--- config.mk ---
export PLATFORM = sky130hd
export DESIGN_NAME = interrupt_response_timing
export DESIGN_NICKNAME = d
export VERILOG_FILES = /design/src/hw/irt_pkg.sv /design/src/hw/sense_if.sv /design/src/hw/irq_sense.sv /design/src/hw/interrupt_response_timing.sv
export VERILOG_INCLUDE_DIRS = /design/src /design/src/hw
export SDC_FILE = /design/constraint.sdc
export NUM_CORES = 1
export LEC_CHECK = 0
export BUFFER_PORTS_ARGS = -buffer_cell sky130_fd_sc_hd__buf_2
export CORE_ASPECT_RATIO = 0.6
export CORE_MARGIN = 2
export CORE_UTILIZATION = 45
export DETAILED_ROUTE_END_ITERATION = 6
export GPL_TIMING_DRIVEN = 0
export SETUP_SLACK_MARGIN = 0.2
export SYNTH_ARGS = -nofsm -noshare
export SYNTH_HDL_FRONTEND = slang
export SYNTH_HIERARCHICAL = 1
export SYNTH_SLANG_ARGS = --single-unit
export TNS_END_PERCENT = 1
--- constraint.sdc ---
create_clock -name i_clk_sys -period 5.3 [get_ports i_clk_sys]
set_clock_uncertainty 0.1 [all_clocks]
set_input_delay 1.06 -clock i_clk_sys [delete_from_list [all_inputs] [get_ports i_clk_sys]]
set_output_delay 1.06 -clock i_clk_sys [all_outputs]
set_load 0.02 [all_outputs]
--- src/hw/irt_defines.svh ---
// Purpose: Constants for the interrupt response timing block
// Assumes: All counts are in CPU system clock states
// Notes: Memory access states are added by the bus acknowledge
`ifndef IRT_DEFINES_SVH
`define IRT_DEFINES_SVH
`define IRT_NUM_PINS 8
`define IRT_RES_INT 2
`define IRT_RES_EXT 3
`define IRT_ENTRY_FIXED 5
`define IRT_ENTRY_LEAD 1
`define IRT_ENTRY_GAP (`IRT_ENTRY_FIXED - `IRT_ENTRY_LEAD)
`define IRT_CNT_W 16
`define IRT_PIN_IDLE 8'hff
`define IRT_SENSE_RST 8'h00
`endif

--- src/hw/irt_pkg.sv ---
// Purpose: Types for the interrupt response timing block
// Assumes: Constants come from irt_defines.svh
// Notes: One-hot state codes written out
package irt_pkg;
   typedef enum logic [8:0] {
      ST_IDLE = 9'h001,
      ST_RESOLVE = 9'h002,
      ST_WAIT = 9'h004,
      ST_ENTRY = 9'h008,
      ST_SR_SAVE = 9'h010,
      ST_PC_SAVE = 9'h020,
      ST_VEC_READ = 9'h040,
      ST_GAP = 9'h080,
      ST_FETCH = 9'h100
   } state_t;
   typedef enum logic [1:0] {
      OP_SR_WRITE = 2'h0,
      OP_PC_WRITE = 2'h1,
      OP_VEC_READ = 2'h2,
      OP_FETCH = 2'h3
   } mem_op_t;
endpackage

--- src/hw/sense_if.sv ---
// Purpose: Carries pin requests and their clears between modules
// Assumes: One clock domain
// Notes: Clear is a one-cycle pulse per pin
`timescale 1ns/1ps
`include "irt_defines.svh"
interface sense_if;
   logic [`IRT_NUM_PINS-1:0] req;
   logic [`IRT_NUM_PINS-1:0] clr;
   modport src (output req, input clr);
   modport sink (input req, output clr);
endinterface

--- src/hw/irq_sense.sv ---
// Purpose: Low level or falling edge detection for the interrupt pins
// Assumes: Pins synchronous to the clock, active low
// Notes: A pin in general input use looks high to the detector
`timescale 1ns/1ps
`include "irt_defines.svh"
module irq_sense (
   input wire logic i_clk_sys,
   input wire logic i_rstn,
   input wire logic [`IRT_NUM_PINS-1:0] i_pin_n,
   input wire logic [`IRT_NUM_PINS-1:0] i_pin_is_irq,
   input wire logic [`IRT_NUM_PINS-1:0] i_sense_edge,
   sense_if.src sb
);
   logic [`IRT_NUM_PINS-1:0] seen;
   logic [`IRT_NUM_PINS-1:0] prev_ff;
   logic [`IRT_NUM_PINS-1:0] pend_ff;
   logic [`IRT_NUM_PINS-1:0] lvl_ff;
   logic [`IRT_NUM_PINS-1:0] fall;

   // Switching to interrupt use while low makes a falling edge
   assign seen = i_pin_n | ~i_pin_is_irq;
   assign fall = prev_ff & ~seen;

   always_ff @(posedge i_clk_sys or negedge i_rstn) begin
      if (!i_rstn) begin
         prev_ff <= `IRT_PIN_IDLE;
      end else begin
         prev_ff <= seen;
      end
   end

   // Edge held once; a new edge beats a clear
   always_ff @(posedge i_clk_sys or negedge i_rstn) begin
      if (!i_rstn) begin
         pend_ff <= `IRT_SENSE_RST;
      end else begin
         pend_ff <= (pend_ff & ~sb.clr) | fall;
      end
   end

   always_ff @(posedge i_clk_sys or negedge i_rstn) begin
      if (!i_rstn) begin
         lvl_ff <= `IRT_SENSE_RST;
      end else begin
         lvl_ff <= ~seen;
      end
   end

   assign sb.req = (i_sense_edge & pend_ff) | (~i_sense_edge & lvl_ff);

   a_edge_switch_low: assert property (@(posedge i_clk_sys)
      disable iff (!i_rstn)
      (i_sense_edge[0] && !i_pin_n[0] && !$past(i_pin_is_irq[0])
       && i_pin_is_irq[0] && !sb.clr[0]) |=> sb.req[0])
      else $error("Switch while low gave no edge request");
   a_level_follow: assert property (@(posedge i_clk_sys)
      disable iff (!i_rstn)
      (!i_pin_n[0] && i_pin_is_irq[0]) ##1 !i_sense_edge[0]
      |-> sb.req[0])
      else $error("Low level request missing");
   c_edge_switch: cover property (@(posedge i_clk_sys)
      disable iff (!i_rstn) $rose(i_pin_is_irq[0]) && !i_pin_n[0]);
endmodule // irq_sense

--- src/hw/interrupt_response_timing.sv ---
// Purpose: Interrupt acceptance and exception entry timing
// Assumes: Memory acknowledge marks the last state of each access
// Notes: Response counted from the first resolution state
`timescale 1ns/1ps
`include "irt_defines.svh"
// Notes on behaviour
// - Response time runs from the request until the handler fetch starts.
// - Acceptance waits while the CPU finishes its current sequence.
// - A following masking instruction can stretch that wait without bound.
// - Entry to handler fetch takes 5 states plus the three access lengths.
// - Entry does status write, counter write, vector read, then fetch.
// - Resolution takes 2 states internal and 3 for pins, min 10 and 11.
// - Response is 7 or 8 plus the access lengths and the wait states.
// - Switching a pin to interrupt use while low in edge mode requests.
// - Each pin sense bit picks low level at 0 or falling edge at 1.
module interrupt_response_timing (
   input wire logic i_clk_sys,
   input wire logic i_rstn,
   input wire logic i_nmi_req,
   input wire logic i_onchip_req,
   input wire logic [3:0] i_onchip_level,
   input wire logic [3:0] i_irq_level,
   input wire logic [3:0] i_sr_mask,
   input wire logic [`IRT_NUM_PINS-1:0] i_irq_pin_n,
   input wire logic [`IRT_NUM_PINS-1:0] i_pin_is_irq,
   input wire logic [`IRT_NUM_PINS-1:0] i_sense_edge,
   input wire logic i_cpu_busy,
   input wire logic i_mask_hold,
   input wire logic i_mem_ack,
   output logic o_irq_out_n,
   output logic o_exc_start,
   output logic o_mem_req,
   output irt_pkg::mem_op_t o_mem_op,
   output logic o_fetch_start,
   output logic [`IRT_CNT_W-1:0] o_resp_cycles
);
   sense_if sb ();
   irt_pkg::state_t state_ff;
   irt_pkg::state_t nxt_state;
   logic [`IRT_CNT_W-1:0] cnt_ff;
   logic [`IRT_CNT_W-1:0] wait_cnt_ff;
   logic [`IRT_CNT_W-1:0] msum_ff;
   logic ext_ff;
   logic [`IRT_NUM_PINS-1:0] pin_sel_ff;
   logic [`IRT_NUM_PINS-1:0] pin_pick;
   logic onchip_ok;
   logic pin_ok;
   logic any_req;
   logic res_last;
   logic gap_last;

   function automatic logic above(input logic [3:0] lvl,
                                  input logic [3:0] msk);
      above = lvl > msk;
   endfunction

   irq_sense u_sense (
      .i_clk_sys(i_clk_sys),
      .i_rstn(i_rstn),
      .i_pin_n(i_irq_pin_n),
      .i_pin_is_irq(i_pin_is_irq),
      .i_sense_edge(i_sense_edge),
      .sb(sb.src)
   );

   // Lowest numbered pin wins among pins
   assign pin_pick = sb.req & (~sb.req + 8'h01);
   assign onchip_ok = i_onchip_req && above(i_onchip_level, i_sr_mask);
   assign pin_ok = (|sb.req) && above(i_irq_level, i_sr_mask);
   assign any_req = i_nmi_req || onchip_ok || pin_ok;
   assign res_last = ext_ff ? (cnt_ff == `IRT_CNT_W'(`IRT_RES_EXT - 1))
                            : (cnt_ff == `IRT_CNT_W'(`IRT_RES_INT - 1));
   assign gap_last = (cnt_ff == msum_ff + wait_cnt_ff
                     + `IRT_CNT_W'(`IRT_ENTRY_FIXED - 1)
                     + (ext_ff ? `IRT_CNT_W'(`IRT_RES_EXT)
                               : `IRT_CNT_W'(`IRT_RES_INT)));

   always_comb begin
      nxt_state = state_ff;
      case (state_ff)
         irt_pkg::ST_IDLE: begin
            if (any_req) begin
               nxt_state = irt_pkg::ST_RESOLVE;
            end
         end
         irt_pkg::ST_RESOLVE: begin
            if (res_last) begin
               // Wait for the CPU sequence, or a masking instruction
               nxt_state = (i_cpu_busy || i_mask_hold) ? irt_pkg::ST_WAIT
                                                       : irt_pkg::ST_ENTRY;
            end
         end
         irt_pkg::ST_WAIT: begin
            if (!i_cpu_busy && !i_mask_hold) begin
               nxt_state = irt_pkg::ST_ENTRY;
            end
         end
         irt_pkg::ST_ENTRY: nxt_state = irt_pkg::ST_SR_SAVE;
         irt_pkg::ST_SR_SAVE: begin
            if (i_mem_ack) begin
               nxt_state = irt_pkg::ST_PC_SAVE;
            end
         end
         irt_pkg::ST_PC_SAVE: begin
            if (i_mem_ack) begin
               nxt_state = irt_pkg::ST_VEC_READ;
            end
         end
         irt_pkg::ST_VEC_READ: begin
            if (i_mem_ack) begin
               nxt_state = irt_pkg::ST_GAP;
            end
         end
         irt_pkg::ST_GAP: begin
            if (gap_last) begin
               nxt_state = irt_pkg::ST_FETCH;
            end
         end
         irt_pkg::ST_FETCH: begin
            if (i_mem_ack) begin
               nxt_state = irt_pkg::ST_IDLE;
            end
         end
         default: nxt_state = irt_pkg::ST_IDLE;
      endcase
   end

   always_ff @(posedge i_clk_sys or negedge i_rstn) begin
      if (!i_rstn) begin
         state_ff <= irt_pkg::ST_IDLE;
      end else begin
         state_ff <= nxt_state;
      end
   end

   // Source class latched when a request is seen in idle
   always_ff @(posedge i_clk_sys or negedge i_rstn) begin
      if (!i_rstn) begin
         ext_ff <= 1'b0;
         pin_sel_ff <= `IRT_SENSE_RST;
      end else if (state_ff == irt_pkg::ST_IDLE && any_req) begin
         ext_ff <= !i_nmi_req && !onchip_ok;
         pin_sel_ff <= (!i_nmi_req && !onchip_ok) ? pin_pick
                                                  : `IRT_SENSE_RST;
      end
   end

   // Pending edge dropped when entry replaces the next instruction
   assign sb.clr = (state_ff == irt_pkg::ST_ENTRY) ? pin_sel_ff
                                                   : `IRT_SENSE_RST;

   // Elapsed states since the first resolution state
   always_ff @(posedge i_clk_sys or negedge i_rstn) begin
      if (!i_rstn) begin
         cnt_ff <= '0;
      end else if (state_ff == irt_pkg::ST_IDLE) begin
         cnt_ff <= '0;
      end else if (state_ff != irt_pkg::ST_FETCH) begin
         cnt_ff <= cnt_ff + `IRT_CNT_W'(1);
      end
   end

   // Access states and wait states, each access adds its own length
   always_ff @(posedge i_clk_sys or negedge i_rstn) begin
      if (!i_rstn) begin
         msum_ff <= '0;
         wait_cnt_ff <= '0;
      end else if (state_ff == irt_pkg::ST_IDLE) begin
         msum_ff <= '0;
         wait_cnt_ff <= '0;
      end else begin
         if (state_ff == irt_pkg::ST_SR_SAVE
             || state_ff == irt_pkg::ST_PC_SAVE
             || state_ff == irt_pkg::ST_VEC_READ) begin
            msum_ff <= msum_ff + `IRT_CNT_W'(1);
         end
         if (state_ff == irt_pkg::ST_WAIT) begin
            wait_cnt_ff <= wait_cnt_ff + `IRT_CNT_W'(1);
         end
      end
   end

   always_ff @(posedge i_clk_sys or negedge i_rstn) begin
      if (!i_rstn) begin
         o_irq_out_n <= 1'b1;
         o_exc_start <= 1'b0;
         o_fetch_start <= 1'b0;
         o_resp_cycles <= '0;
      end else begin
         o_irq_out_n <= !(nxt_state == irt_pkg::ST_WAIT
                          || nxt_state == irt_pkg::ST_ENTRY);
         o_exc_start <= nxt_state == irt_pkg::ST_ENTRY
                        && state_ff != irt_pkg::ST_ENTRY;
         o_fetch_start <= nxt_state == irt_pkg::ST_FETCH
                          && state_ff != irt_pkg::ST_FETCH;
         if (state_ff == irt_pkg::ST_GAP && gap_last) begin
            o_resp_cycles <= cnt_ff + `IRT_CNT_W'(1);
         end
      end
   end

   always_ff @(posedge i_clk_sys or negedge i_rstn) begin
      if (!i_rstn) begin
         o_mem_op <= irt_pkg::OP_SR_WRITE;
      end else begin
         case (nxt_state)
            irt_pkg::ST_PC_SAVE: o_mem_op <= irt_pkg::OP_PC_WRITE;
            irt_pkg::ST_VEC_READ: o_mem_op <= irt_pkg::OP_VEC_READ;
            irt_pkg::ST_FETCH: o_mem_op <= irt_pkg::OP_FETCH;
            default: o_mem_op <= irt_pkg::OP_SR_WRITE;
         endcase
      end
   end

   assign o_mem_req = state_ff == irt_pkg::ST_SR_SAVE
                      || state_ff == irt_pkg::ST_PC_SAVE
                      || state_ff == irt_pkg::ST_VEC_READ
                      || state_ff == irt_pkg::ST_FETCH;

   a_resolve_int: assert property (@(posedge i_clk_sys)
      disable iff (!i_rstn)
      $rose(state_ff == irt_pkg::ST_RESOLVE) && !ext_ff
      |-> (state_ff == irt_pkg::ST_RESOLVE)[*2]
          ##1 state_ff != irt_pkg::ST_RESOLVE)
      else $error("Internal resolution not two states");
   a_resolve_ext: assert property (@(posedge i_clk_sys)
      disable iff (!i_rstn)
      $rose(state_ff == irt_pkg::ST_RESOLVE) && ext_ff
      |-> (state_ff == irt_pkg::ST_RESOLVE)[*3]
          ##1 state_ff != irt_pkg::ST_RESOLVE)
      else $error("Pin resolution not three states");
   a_wait_busy: assert property (@(posedge i_clk_sys)
      disable iff (!i_rstn)
      state_ff == irt_pkg::ST_WAIT && (i_cpu_busy || i_mask_hold)
      |=> state_ff == irt_pkg::ST_WAIT)
      else $error("Left wait while CPU busy");
   a_sr_then_pc: assert property (@(posedge i_clk_sys)
      disable iff (!i_rstn)
      o_mem_req && o_mem_op == irt_pkg::OP_SR_WRITE && i_mem_ack
      |=> o_mem_req && o_mem_op == irt_pkg::OP_PC_WRITE)
      else $error("Counter save did not follow status save");
   a_pc_then_vec: assert property (@(posedge i_clk_sys)
      disable iff (!i_rstn)
      o_mem_req && o_mem_op == irt_pkg::OP_PC_WRITE && i_mem_ack
      |=> o_mem_req && o_mem_op == irt_pkg::OP_VEC_READ)
      else $error("Vector read did not follow counter save");
   a_gap_to_fetch: assert property (@(posedge i_clk_sys)
      disable iff (!i_rstn)
      o_mem_op == irt_pkg::OP_VEC_READ && o_mem_req && i_mem_ack
      |-> ##5 o_fetch_start && o_mem_op == irt_pkg::OP_FETCH)
      else $error("Fetch not five states after vector read");
   a_entry_length: assert property (@(posedge i_clk_sys)
      disable iff (!i_rstn)
      o_exc_start |-> ##[5:1000] o_fetch_start)
      else $error("Entry shorter than five states");
   a_resp_total: assert property (@(posedge i_clk_sys)
      disable iff (!i_rstn)
      o_fetch_start |-> o_resp_cycles == msum_ff + wait_cnt_ff
         + (ext_ff ? `IRT_CNT_W'(8) : `IRT_CNT_W'(7)))
      else $error("Response total wrong");
   a_min_resp: assert property (@(posedge i_clk_sys)
      disable iff (!i_rstn)
      o_fetch_start |-> o_resp_cycles >= (ext_ff ? `IRT_CNT_W'(11)
                                                 : `IRT_CNT_W'(10)))
      else $error("Response below minimum");
   c_int_fast: cover property (@(posedge i_clk_sys)
      disable iff (!i_rstn)
      o_fetch_start && !ext_ff && o_resp_cycles == `IRT_CNT_W'(10));
   c_ext_fast: cover property (@(posedge i_clk_sys)
      disable iff (!i_rstn)
      o_fetch_start && ext_ff && o_resp_cycles == `IRT_CNT_W'(11));
   c_waited: cover property (@(posedge i_clk_sys)
      disable iff (!i_rstn)
      o_fetch_start && wait_cnt_ff != '0);
endmodule // interrupt_response_timing

==> impl_metrics.yaml <==
final_layout:
  fillers: 1430
  stdcell_area_sq_um: 8000
  fin_nets: 892
  final_common_cell: "dfrtp_1"
  drive_gt1_share_pct: 20.5
  n_antenna_cell: 0
  seq_area_sq_um: 2790
  multi_input_area_sq_um: 3900
  area_delta_synth_final_pct: 12.7
  fin_cells: 1016
  most-common-layout-cells: "dfrtp_1, buf_2, nand2_1"
  post-route-util_pct: 52.0
cts:
  hold_buffers: 0
  cts_setup_buffers: 0
  cts.sinks: 111
  clk_pin_slew_ns: 0.08
  clockBufferDepth: 2
  cts_resized: 0
  cts_max_level: 3
  cts_tree: "done"
  clock_latency_ns: 0.35
  cts_made_buffers: 9
  root_buffer: "clkbuf_16"
detailed_routing:
  via_per_inst: 5.51
  drc: 0
  vias: 5598
  postRouteAntennaNets: 0
  first_pass_iters: 5
  wirelength_um: 16700
  drt_iter0_markers: 500
  wire_per_inst_um: 16.4
grt:
  grt_overflow_total: 0
  antenna_found_initial: 0
  grt_usage_pct: 20.2
  grt_first_pass_wirelength_um: 27100
  grt_pass1_vias: 5247
  grt_max_degree: 72
timing:
  setup_slack_ns: 1.06
  rsz0062_at_grt: "no"
  relSlewSlack_pct: 53.0
  setup_viol: 0
  max_freq_ghz: 0.236
  min_period_ns: 4.24
  drv_slew: 0
  finalCritPeriodShare_pct: 79.9
  hold_violations: 0
  tns_ns: 0
  tightest_slew_ns: 0.699
yosys:
  syn_area_sq_um: 7100
  synth_top_area_share_pct: 35.6
  async_flop_share_pct: 100
  yosysSeqAreaShare_pct: 39.3
  synth_ff_type: "dfrtp_1"
  synthTopCellsByArea: "dfrtp_1, ha_1, o21ai_0, dfstp_2, xor2_1"
  syn_area_per_cell_sq_um: 9.69
  synth.distinct_cells: 80
  synth_nets: 817
  synth-edff-count: 0
  yosysWarnings: 6
  synth_seq_cells: 111
  synthCells: 733
  synth_top_area_cell: "dfrtp_1"
worst_setup_path:
  slowest_delay_ns: 0.47
  cp_cell_sequence: "fa_1 > ha_1 > inv_1 > fa_1 > xnor2_1 > a2111oi_4 > nor3b_2 > o2111ai_1 > a2111oi_2 > o2111ai_2 > nor2_4 > buf_12 > mux2_4"
  required_ns: 5.44
  path_class: "reg2reg"
  path_common_cell: "fa_1"
  cp-end-kind: "register"
  critPathLaunchType: "register"
  path_max_fanout: 10
  reg2regPathDepth: 13
  reg2reg_to: "o_resp_cycles[6]"
  slowest_stage: "dfrtp_1"
  reg2reg_from: "wait_cnt_ff[0]"
  worst-endpoint-arrival_ns: 4.37
  r2r_slack_ns: 1.06
pwr:
  vdd_drop_max_uv: 149
  power_density_nw_per_um2: 264
  leakagePower_nw: 3.79
place:
  dp_hpwl_um: 12800
  io_buffer_count: 63
  place_area_sq_um: 7700
  place_ws_ns: 1.06
  gp_congestion: 0.916
  dp.cells: 1000
flow_run:
  maxCapViolCount: 0
floorplan:
  pin_count: 65
  die_width_um: 166
  rows: 35
  dieArea_sq_um: 16800
  die_h_um: 101
  core_sq_um: 15400
  initial_utilization_pct: 46.2
worst_hold_path:
  hold_path.class: "reg2reg"
  hold_end: "pin_sel_ff[2]"
  holdPathStages: 2
  min_from: "pin_sel_ff[2]"
outcome:
  outcome: "finished, final reports clean"
[registers in the layout, summed over array words and instances (netlist names)]
signal / cells
o_fetch_start: 1
pin_sel_ff: 8
u_sense/prev_ff: 8
wait_cnt_ff: 16
state_ff: 9
o_exc_start: 1
ext_ff: 1
u_sense/pend_ff: 8
o_irq_out_n: 1
u_sense/lvl_ff: 8
msum_ff: 16
cnt_ff: 16
o_mem_op: 2
o_resp_cycles: 16
[metal layers]
| layer | GRT usage, % | share of wire (%) |
|---|---|---|
| met2 | 29.1 | 40 |
| met1 | 31.4 | 54 |
| met5 | 0 | 0 |
| met4 | 3.14 | 0.54 |
| met3 | 4.30 | 5.2 |
[cell usage after synthesis (5+ instances only)]
master	number
nor4_1	6
mux2i_1	5
and2_1	12
nor2b_1	8
nor2_1	52
mux2_2	8
ha_1	39
o211ai_1	6
xnor2_1	29
o31ai_1	6
clkbuf_1	21
nand4_1	14
inv_1	47
dfstp_2	10
mux2_4	15
o21ai_0	57
a21oi_1	25
dfrtp_1	101
and3_1	11
nor2b_4	8
o21a_1	5
nand3_1	22
xor2_1	30
or3_1	12
nand2_1	60
nor3_1	14
a22o_1	11
and3_2	7
or2_2	5
[critical path: cells and delay by family (launching register included)]
family / cells / cell delay (ns)
AOI/OAI and AO/OA: 4 / 1.09
buffers and inverters: 2 / 0.26
xor gates and xnor gates: 1 / 0.17
adders and majority gates: 3 / 1.07
muxes: 1 / 0.30
DFF: 1 / 0.47
and+or+nand+nor: 2 / 0.65
[layout make-up]
cell class,instances,area share (%)
Clock buffer,10,2.99
Timing Repair Buffer,64,4.32
Tap cell,203,3.17
Clock inverter,6,0.766
Multi-Input combinational cell,538,48.8
Buffer,37,2.88
Sequential cell,111,34.9
Inverter,47,2.21
[worst max path at each step]
stage	startpoint	end	slack [ns]	cells past startpoint
4_1_cts	wait_cnt_ff[0]	o_resp_cycles[6]	1.03	13
2_1_floorplan	wait_cnt_ff[0]	o_resp_cycles[10]	1.61	13
6_report	wait_cnt_ff[0]	o_resp_cycles[6]	1.06	13
5_1_grt	wait_cnt_ff[0]	o_resp_cycles[8]	0.83	13
3_5_place_dp	wait_cnt_ff[0]	o_resp_cycles[13]	1.06	13
3_3_place_gp	wait_cnt_ff[0]	o_resp_cycles[11]	1.05	13
[per-stage QoR]
step | total power [mW] | hold slack (ns)
4_1_cts | 2.13 | 0.388
2_1_floorplan | 1.28 | 0.335
6_report | 2.11 | 0.382
5_1_grt | 2.23 | 0.419
3_5_place_dp | 1.45 | 0.371
3_3_place_gp | 1.42 | 0.351
[cell families after synthesis]
kind of cell	Yosys count	share of synthesized area, %
AO/OA/AOI/OAI	146	14.0
adder cells (fa/ha/maj)	41	7.44
XOR/XNOR	60	7.67
buffers and inverters	84	5.73
flip-flops	111	39.3
multiplexers	30	5.46
AND/OR/NAND/NOR	261	20.4
[power breakdown]
part	leakage [nW]	internal, mW	switching, mW
Combinational	2.19	0.168	0.334
Clock	0.145	0.345	0.337
Sequential	1.46	0.894	0.0339
(Power assumes the default switching activity.)
